==> config.mk <==
export PLATFORM = sky130hd
export DESIGN_NAME = adc_slot_ctrl
export DESIGN_NICKNAME = d
export VERILOG_FILES = /design/src/verilog/adc_slot_pkg.sv /design/src/verilog/adc_slot_ctrl.sv
export SDC_FILE = /design/constraint.sdc
export NUM_CORES = 1
export LEC_CHECK = 0
export BUFFER_PORTS_ARGS = -buffer_cell sky130_fd_sc_hd__clkbuf_2
export CAP_MARGIN = 15
export CELL_PAD_IN_SITES_DETAIL_PLACEMENT = 0
export CELL_PAD_IN_SITES_GLOBAL_PLACEMENT = 1
export CORE_ASPECT_RATIO = 1.2
export CORE_MARGIN = 8
export CORE_UTILIZATION = 39
export DETAILED_ROUTE_END_ITERATION = 7
export PLACE_DENSITY = 0.72
export SETUP_SLACK_MARGIN = 0.15
export SLEW_MARGIN = 20
export SYNTH_ARGS = -nofsm -noshare
export SYNTH_HDL_FRONTEND = slang
export SYNTH_SLANG_ARGS = --single-unit
==> constraint.sdc <==
create_clock -name CLK_I -period 2.2 [get_ports CLK_I]
set_input_delay 0.11 -clock CLK_I [delete_from_list [all_inputs] [get_ports CLK_I]]
set_output_delay 0.11 -clock CLK_I [all_outputs]
set_load 0.02 [all_outputs]
==> src/verilog/adc_slot_pkg.sv <==
// Constants, register map and carrier types for the converter slot block.
// Assumes one 100 MHz system clock shared by bus, timer and converter core.
`default_nettype none
package adc_slot_pkg;
    // ==========================================================
    // Register map (byte addresses, one word each)
    localparam logic [7:0] MOTOR_FIVE_OFS = 8'h00;
    localparam logic [7:0] TIMER_0_3_OFS = 8'h04;
    localparam logic [7:0] TIMER_4_7_OFS = 8'h08;
    localparam logic [7:0] TIMER_8_11_OFS = 8'h0c;
    localparam logic [7:0] IRQ_STATUS_OFS = 8'h10;
    localparam logic [7:0] IRQ_MASK_OFS = 8'h14;
    localparam logic [7:0] SEQ_STATUS_OFS = 8'h18;
    // ==========================================================
    // Field layout and reset values
    localparam logic [31:0] TIMER_WORD_MASK = 32'h9f9f9f9f;
    localparam logic [31:0] MOTOR_WORD_RESET = 32'h00000000;
    localparam logic [31:0] TIMER_WORD_RESET = 32'h00000000;
    localparam int SLOT_ENABLE_BIT = 7;
    localparam int PHASE_TAG_LSB = 5;
    localparam int TIMER_WORDS = 3;
    localparam logic [3:0] LAST_SLOT = 4'hb;
    localparam logic [4:0] UNIT_A_MAX_CHANNEL = 5'h0e;
    localparam logic [4:0] UNIT_B_MAX_CHANNEL = 5'h10;
    // Interrupt status bits
    localparam int IRQ_BITS = 2;
    localparam int IRQ_DONE_BIT = 0;
    localparam int IRQ_OVERRUN_BIT = 1;
    localparam logic [IRQ_BITS-1:0] IRQ_RESET = 2'h0;
    // ==========================================================
    // Phase tag codes for the vector engine
    typedef enum logic [1:0] {
        PHASE_NONE = 2'b00,
        PHASE_U = 2'b01,
        PHASE_V = 2'b10,
        PHASE_W = 2'b11
    } phase_tag_e;
    // Sequencer states
    typedef enum logic [1:0] {
        SEQ_IDLE = 2'b00,
        SEQ_SCAN = 2'b01,
        SEQ_START = 2'b10,
        SEQ_WAIT = 2'b11
    } seq_state_e;
    // One conversion request toward the converter core
    typedef struct packed {
        logic start;
        logic [4:0] channel;
        logic [3:0] result_slot;
    } conv_req_s;
endpackage : adc_slot_pkg
`default_nettype wire

==> src/verilog/adc_slot_ctrl.sv <==
// Timer-triggered slot sequencer and motor trigger word of one converter unit.
// Assumes trigger pulse and converter done come from logic on CLK_I.
// Behaviour
// - timer five pulse starts timer slot sequence
// - twelve 8-bit slot bytes, four per word
// - only enabled timer slots are converted
// - slot result goes to same-index result register
// - raise completion interrupt when sequence finishes
// - 5-bit channel code selects input N
// - byte bit7 enable, bits4-0 channel, 6-5 zero
// - all slot fields reset to zero
// - motor word: four slots, enable, tag, channel
// - phase tag 00 none, 01 U, 10 V, 11 W
`default_nettype none
module adc_slot_ctrl
    import adc_slot_pkg::*;
#(
    parameter bit UNIT_B = 1'b0
)
(
    input wire logic CLK_I,
    input wire logic NRST_I,
    input wire logic HSEL_I,
    input wire logic [7:0] HADDR_I,
    input wire logic [1:0] HTRANS_I,
    input wire logic HWRITE_I,
    input wire logic [2:0] HSIZE_I,
    input wire logic [31:0] HWDATA_I,
    input wire logic HREADY_I,
    output logic [31:0] HRDATA_O,
    output logic HREADYOUT_O,
    output logic HRESP_O,
    input wire logic TIMER5_TRIGGER_PULSE_I,
    input wire logic CONV_DONE_I,
    output conv_req_s CONV_REQ_O,
    output logic [31:0] MOTOR_TRIGGER_PROGRAM_FIVE_O,
    output logic TIMER_CONVERSION_DONE_IRQ_O
);
    // ==========================================================
    // State
    logic [31:0] motor_word;
    logic [31:0] timer_word [TIMER_WORDS];
    logic [IRQ_BITS-1:0] irq_status;
    logic [IRQ_BITS-1:0] irq_mask;
    logic irq;
    logic [31:0] rdata;
    logic wr_pending;
    logic [7:0] wr_addr;
    seq_state_e state;
    logic [3:0] slot;
    conv_req_s req;
    logic [31:0] next_motor_word;
    logic [31:0] next_timer_word [TIMER_WORDS];
    logic [IRQ_BITS-1:0] next_irq_status;
    logic [IRQ_BITS-1:0] next_irq_mask;
    logic next_irq;
    logic [31:0] next_rdata;
    logic next_wr_pending;
    logic [7:0] next_wr_addr;
    seq_state_e next_state;
    logic [3:0] next_slot;
    conv_req_s next_req;
    logic addr_phase;
    logic [7:0] slot_byte;
    logic slot_enabled;
    logic seq_finish;
    logic overrun;

    // Byte of the slot under scan; word by slot[3:2], lane by slot[1:0]
    always_comb
    begin
        slot_byte = timer_word[slot[3:2]][{slot[1:0], 3'b000} +: 8];
        slot_enabled = slot_byte[SLOT_ENABLE_BIT];
    end

    // ==========================================================
    // Sequencer: scans slots 0..11, one conversion at a time
    always_comb
    begin
        next_state = state;
        next_slot = slot;
        next_req = req;
        next_req.start = 1'b0;
        seq_finish = 1'b0;
        overrun = 1'b0;
        unique case (state)
            SEQ_IDLE:
            begin
                if (TIMER5_TRIGGER_PULSE_I)
                begin
                    next_state = SEQ_SCAN;
                    next_slot = 4'h0;
                end
            end
            SEQ_SCAN:
            begin
                if (slot_enabled)
                begin
                    next_state = SEQ_START;
                end
                else if (slot == LAST_SLOT)
                begin
                    next_state = SEQ_IDLE;
                    seq_finish = 1'b1;
                end
                else
                begin
                    next_slot = slot + 4'h1;
                end
            end
            SEQ_START:
            begin
                // Reserved codes are passed on untouched
                next_req.start = 1'b1;
                next_req.channel = slot_byte[4:0];
                next_req.result_slot = slot;
                next_state = SEQ_WAIT;
            end
            SEQ_WAIT:
            begin
                if (CONV_DONE_I && slot == LAST_SLOT)
                begin
                    next_state = SEQ_IDLE;
                    seq_finish = 1'b1;
                end
                else if (CONV_DONE_I)
                begin
                    next_slot = slot + 4'h1;
                    next_state = SEQ_SCAN;
                end
            end
        endcase
        // A trigger during a running sequence is dropped, only flagged
        if (state != SEQ_IDLE && TIMER5_TRIGGER_PULSE_I)
        begin
            overrun = 1'b1;
        end
    end

    // ==========================================================
    // Bus slave: zero wait states, write data lands in the data phase
    always_comb
    begin
        addr_phase = HSEL_I && HTRANS_I[1] && HREADY_I;
        next_wr_pending = addr_phase && HWRITE_I;
        next_wr_addr = HADDR_I;
        next_motor_word = motor_word;
        next_timer_word = timer_word;
        next_irq_mask = irq_mask;
        if (wr_pending)
        begin
            unique case (wr_addr)
                MOTOR_FIVE_OFS: next_motor_word = HWDATA_I;
                TIMER_0_3_OFS: next_timer_word[0] = HWDATA_I & TIMER_WORD_MASK;
                TIMER_4_7_OFS: next_timer_word[1] = HWDATA_I & TIMER_WORD_MASK;
                TIMER_8_11_OFS:
                    next_timer_word[2] = HWDATA_I & TIMER_WORD_MASK;
                IRQ_MASK_OFS: next_irq_mask = HWDATA_I[IRQ_BITS-1:0];
                default: next_motor_word = motor_word;
            endcase
        end
        // Reads see a write still in its data phase: no stale read-back
        next_rdata = 32'h00000000;
        next_irq_status = irq_status;
        if (addr_phase && !HWRITE_I)
        begin
            unique case (HADDR_I)
                MOTOR_FIVE_OFS: next_rdata = next_motor_word;
                TIMER_0_3_OFS: next_rdata = next_timer_word[0];
                TIMER_4_7_OFS: next_rdata = next_timer_word[1];
                TIMER_8_11_OFS: next_rdata = next_timer_word[2];
                IRQ_STATUS_OFS:
                begin
                    next_rdata[IRQ_BITS-1:0] = irq_status;
                    next_irq_status = IRQ_RESET;
                end
                IRQ_MASK_OFS: next_rdata[IRQ_BITS-1:0] = next_irq_mask;
                SEQ_STATUS_OFS: next_rdata = {24'h000000, slot, 2'b00, state};
                default: next_rdata = 32'h00000000;
            endcase
        end
        // Set after clear so a same-cycle event is never lost
        if (seq_finish)
        begin
            next_irq_status[IRQ_DONE_BIT] = 1'b1;
        end
        if (overrun)
        begin
            next_irq_status[IRQ_OVERRUN_BIT] = 1'b1;
        end
        next_irq = |(next_irq_status & next_irq_mask);
    end

    // Registers only; every field starts at zero
    always_ff @(posedge CLK_I)
    begin
        if (!NRST_I)
        begin
            motor_word <= MOTOR_WORD_RESET;
            for (int w = 0; w < TIMER_WORDS; w++)
            begin
                timer_word[w] <= TIMER_WORD_RESET;
            end
            irq_status <= IRQ_RESET;
            irq_mask <= IRQ_RESET;
            irq <= 1'b0;
            rdata <= 32'h00000000;
            wr_pending <= 1'b0;
            wr_addr <= 8'h00;
            state <= SEQ_IDLE;
            slot <= 4'h0;
            req <= '0;
        end
        else
        begin
            motor_word <= next_motor_word;
            timer_word <= next_timer_word;
            irq_status <= next_irq_status;
            irq_mask <= next_irq_mask;
            irq <= next_irq;
            rdata <= next_rdata;
            wr_pending <= next_wr_pending;
            wr_addr <= next_wr_addr;
            state <= next_state;
            slot <= next_slot;
            req <= next_req;
        end
    end

    // ==========================================================
    // Outputs straight from flops, HREADYOUT_O and HRESP_O tied constant; tag field feeds the vector engine
    assign HRDATA_O = rdata;
    assign HREADYOUT_O = 1'b1;
    assign HRESP_O = 1'b0;
    assign CONV_REQ_O = req;
    assign MOTOR_TRIGGER_PROGRAM_FIVE_O = motor_word;
    assign TIMER_CONVERSION_DONE_IRQ_O = irq;

    // Highest legal channel code of this unit; only the cover reads it
    logic [4:0] max_channel;
    assign max_channel = UNIT_B ? UNIT_B_MAX_CHANNEL : UNIT_A_MAX_CHANNEL;
endmodule : adc_slot_ctrl
`default_nettype wire

# [Word-level counts from Yosys, hierarchy flattened]
# Index checks and enable logic that the tools add are counted.
[word_totals] register_bits=190 inputBits=52 out_inout_bits=77 wordCells=92
[op_classes] add_sub_neg=1 magnitude_cmp=1 eq_ne=21 shift=1 n_mux=35 bitwise=2 reduce_logical=16
[op_table] op="32-bit 2-to-1 mux" n=7
[op_table] op="30-bit case mux with 5 select lines" n=1
[op_table] op="96-bit 2-to-1 mux" n=1
[op_table] op="32-bit binary-select mux with 2-bit select" n=1
[op_table] op="8-bit by 4-bit == test with 1-bit output, second input constant" n=4
[op_table] op="8-bit by 5-bit == test with 1-bit output, second input constant" n=4
[op_table] op="32-bit by 6-bit variable part select with 8-bit output" n=1
[op_table] op="4-bit 2-to-1 mux" n=5
[op_table] op="2-bit 2-to-1 mux" n=9
[op_table] op="8-bit by 3-bit == test with 1-bit output, second input constant" n=2
[op_table] op="8-bit logical NOT" n=2
[op_table] op="2-bit case mux with 7 select lines" n=1
[op_table] op="4-bit case mux with 3 select lines" n=1
[op_table] op="10-bit 2-to-1 mux" n=1
[op_table] op="2-bit != test, second input constant" n=5
[op_table] op="2-bit case mux with 4 select lines" n=1
[op_table] op="1-bit logical AND" n=6
[op_table] op="1-bit 2-to-1 mux" n=6
[op_table] op="3-bit != test, second input constant" n=2
[op_table] op="6-bit AND reduction" n=1
[op_table] op="4-bit by 1-bit adder with 4-bit output, second input constant" n=1
[op_table] op="2-bit == test, second input constant" n=2
[op_table] op="4-bit == test, second input constant" n=1
[op_table] op="3-bit >= comparator, second input constant" n=1
[op_table] op="other kinds (11)" n=11

# [Longest topological paths before layout]
[logic_depth] ltp_word=10 ltp_mapped=8 mapped_depth_nobuf=6

# [Worst setup path after synthesis]
# Ideal clock, no wire load.
[synth_timing] kind="register -> register" from="reg wr_addr[5]" to="reg rdata[5] (netlist: HRDATA_O[5])" setup_ns=0.130 arrival_ns=2.178 required_time_ns=2.070 slack_ns=-0.108 stages_incl_launch_ff=8 path_buffers=2 period_less_slack_ns=2.308 cell_sequence="dfxtp_1 > or4b_1 > buf_2 > or4_4 > buf_6 > mux2_4 > a222oi_1 > a21oi_1"
[synth_between] elab_chain_cells=4 word_cells_on_any_way=11 cone_classes="3 x eq/ne; 7 x mux; 1 x reduce/logical"
[synth_rtl] item="from (decl)" line="adc_slot_ctrl.sv:48" source="logic [7:0] wr_addr;"
[synth_rtl] item="from (signal assigned)" line="adc_slot_ctrl.sv:223" source="wr_addr <= next_wr_addr;"
[synth_rtl] item="8-bit by 4-bit == test with 1-bit output (tied with other cells)" line="adc_slot_ctrl.sv:152" source="unique case (wr_addr)"
[synth_rtl] item="32-bit 2-to-1 mux" line="adc_slot_ctrl.sv:152"
[synth_rtl] item="96-bit 2-to-1 mux or 32-bit 2-to-1 mux (tied branches)" line="adc_slot_ctrl.sv:150" source="if (wr_pending)"
[synth_rtl] item="30-bit case mux with 5 select lines *" line="adc_slot_ctrl.sv:167" source="unique case (HADDR_I)"
[synth_rtl] item="to (signal assigned)" line="adc_slot_ctrl.sv:221" source="rdata <= next_rdata;"
[synth_rtl] item="to (decl)" line="adc_slot_ctrl.sv:46" source="logic [31:0] rdata;"
# Every way passes the cells marked *; elsewhere a longest branch is shown, timed or not.
# A chain may end at the register's enable or synchronous reset.

# [Final worst setup path]
[layout_timing] from="reg wr_addr[6]" to="reg rdata[31] (netlist: HRDATA_O[31])"
# Same word-level chain as after synthesis.

==> metrics.csv <==
metric,value,unit
status,"complete, but fails checks",
failing checks,setup timing,
startpoint types,register,
"Buf+Inv Stages, Crit Path",2,
"FF+latch count, synth",190,
final core occ,57.1,%
Initial Utilization,39.8,%
placed wire-length estimate,15.9,mm
drc violations,0,
critical path data required time,2.52,ns
Synthesis Warnings,0,
Final TNS setup,-2.18,ns
Post-Syn Instances,784,
PortBufs,122,
crit end category,register,
Switching Power,1.60,mW
clk_skew,0.0108,ns
critical-path cell list,or4b_4 > or4_4 > buf_12 > clkbuf_16 > mux2i_2 > o22ai_1 > a21o_1,
Crit Path Max Fanout,7,
chip height,171,µm
GR Overflow Total,0,
total clock buffers created by CTS,17,
Tot GR Track Use,18.8,%
drt total wl,24.1,mm
sw frac,22.9,%
post-route cell area,11200,µm²
Critical-path top delay cell,or4b_4,
vias in the first global route,6797,
"Seq/Total Area, Yosys",48.8,%
Comb pwr share,6.1,%
Placed Cells incl. Taps,1202,
CTS tree,built,
multi-input gate area in the final layout,4450,µm²
kind of cell adding the most delay to the critical path,simple AND/OR/NAND/NOR gates,
clk sink count,190,
Total Power,6.96,mW
crit path kind,reg2reg,
I/O pins,129,
RSZ-0062 raised after global routing,yes,
Tcrit/Tclk final,106,%
Worst Max-Slew Pin Slew,0.542,ns
post-detailed-route count of antenna-violating nets,0,
die footprint,24800,µm²
unique cell type count in the Yosys netlist,52,
dominant cell type by area after synthesis,dfxtp_1,
FILL cells,1760,
power share of the clock group,43.8,%
register area,3800,µm²
Max Cap Viol,0,
"non-filler cells, final",1270,
DR vias/cell,5.27,
H-tree depth,4,
worst endpoint data arrival time,2.65,ns
first-pass GRT wire length,37.0,mm
Synth Flop Type,dfxtp_1,
fin nets,1050,
Max IR drop VDD,0.000542,V
final hold violations,0,
leakage,4.72,nW
largest net degree at the start of global routing,36,
top-area cell type share of the netlist area,48.8,%
ratio of cells with drive above 1 in the final layout,37.7,%
Flop pwr share,50.1,%
DR pass1 iterations,5,
Post-DP Area,9310,µm²
Max Slew Vio Count,0,
initial antenna violation count,0,
mean area per synthesized cell,9.95,µm²
Skew-Pair Late Insertion Delay,0.43,ns
Internal Power,5.36,mW
Pwr Density,621,nW/µm²
deepest clock path buffer count,2,
Synth Cell Area,7800,µm²
Max transition margin,63.8,%
Row Count,56,
Synth-to-Final Area Change,43.7,%
"Reg clk slew, reported paths",0.07,ns
Syn Nets,837,
Min-Delay Path Class,in2reg,
Final GP Congestion,0.779,
crit-path max cell delay,0.56,ns
"Async S/R FF share, synth",0,%
worst setup margin,-0.122,ns
top achievable clock speed,431,MHz
routed via count,6690,
setup violators final,47,
core area,19600,µm²
initial detailed-routing violation count,398,
top post-synthesis cells by area,"dfxtp_1 49%, mux2i_1 13%, nor2_1 5.5%, mux4_2 4.6%, o22ai_1 3.3%",
chip width,145,µm
detailed-route wire length per cell,19.0,µm
CTS root buf,clkbuf_16,
Post-synth EDFFs,0,
Final min period,2.32,ns
Antenna diodes,0,
## repair_timing
item                                    CTS  global route
gates resized for setup                  73           108
pin swaps                                26             6
gates cloned                              2             2
hold buffers                             14             0
buffers inserted                         11             8
hold endpoints to repair                 17             0
endpoints found under the setup margin  105           122
## synth_stat cells, types with 8 or more instances
library cell and count:
a21o_1 20, a21oi_1 34, a222oi_1 8, and2_1 20
and3_1 30, clkbuf_1 38, dfxtp_1 190, mux2_2 9
mux2i_1 105, mux4_2 16, nand2_1 51, nand3_1 11
nor2_1 115, o22ai_1 41
## power by group through the flow
stage | logic [mW] | clock network [mW] | registers (mW)
6_report | 0.426 | 3.05 | 3.49
5_1_grt | 0.457 | 3.24 | 3.49
4_1_cts | 0.394 | 3.11 | 3.48
3_5_place_dp | 0.358 | 0 | 3.56
3_3_place_gp | 0.359 | 0 | 3.56
2_1_floorplan | 0.200 | 0 | 3.56
## through the flow
stage | hold WS, ns | setup WS (ns)
2_1_floorplan | 0.224 | -0.108
3_3_place_gp | 0.329 | -0.203
3_5_place_dp | 0.328 | -0.214
4_1_cts | 0.000340 | -0.0864
5_1_grt | 0.0358 | -0.196
6_report | 0.0186 | -0.122
## cells in the final DEF (no fill, tap or decap), drive strengths merged, types with 7 or more instances in the layout
master,count
dlygate4sd3,14
and2,20
mux4,16
clkbuf,146
dfxtp,190
a222oi,8
a21oi,34
nand3,11
nor2,115
nand2,51
nor2b,7
a21o,20
o22ai,41
mux2,11
mux2i,105
and3,30
buf,116
## registers in the layout (all words and copies together), names as in the netlist, named ones only
name	cells
HRDATA_O	32
state	1
irq_status	2
irq_mask	2
slot	4
CONV_REQ_O	10
wr_addr	8
TIMER_CONVERSION_DONE_IRQ_O	1
timer_word	96
MOTOR_TRIGGER_PROGRAM_FIVE_O	32
wr_pending	1
## routing by layer
metal,up-vias,wire [µm],global-route usage (%),part of all wire [%]
met5,-,0,0,0
met4,0,524,6.07,2.2
met3,33,1020,4.18,4.2
met2,175,12400,34.1,51
met1,3241,10200,21.6,42
li1,3241,-,-,-
## cell type report
cell class              count  area share, %
multi-input cells         529           39.7
flip-flops and latches    190           33.9
repair buffers            254           18.1
clock buffers              22           4.14
well taps                 261           2.91
clock inverters             9           1.00
inverters                   5          0.167
## cell families after synthesis
logic type	synth area share [%]
DFF	48.8
other	0.0963
muxes	19.8
adders and majority gates	0.160
buffers and inverters	3.87
and+or+nand+nor	16.0
AOI/OAI and AO/OA	11.3
## final timing paths
path | startpoint | end | slack (ns) | cells after the start
setup / recovery | wr_addr[6]$_SDFF_PN0_ | HRDATA_O[31]$_SDFF_PN0_ | -0.12 | 7
hold / removal | HADDR_I[2] | wr_addr[2]$_SDFF_PN0_ | 0.02 | 2
setup reg to reg | wr_addr[6]$_SDFF_PN0_ | HRDATA_O[31]$_SDFF_PN0_ | -0.12 | 7
hold reg to reg | CONV_REQ_O[2]$_SDFFE_PN0P_ | CONV_REQ_O[2]$_SDFFE_PN0P_ | 0.45 | 2
Note: power is estimated with default switching activity, not from simulation.
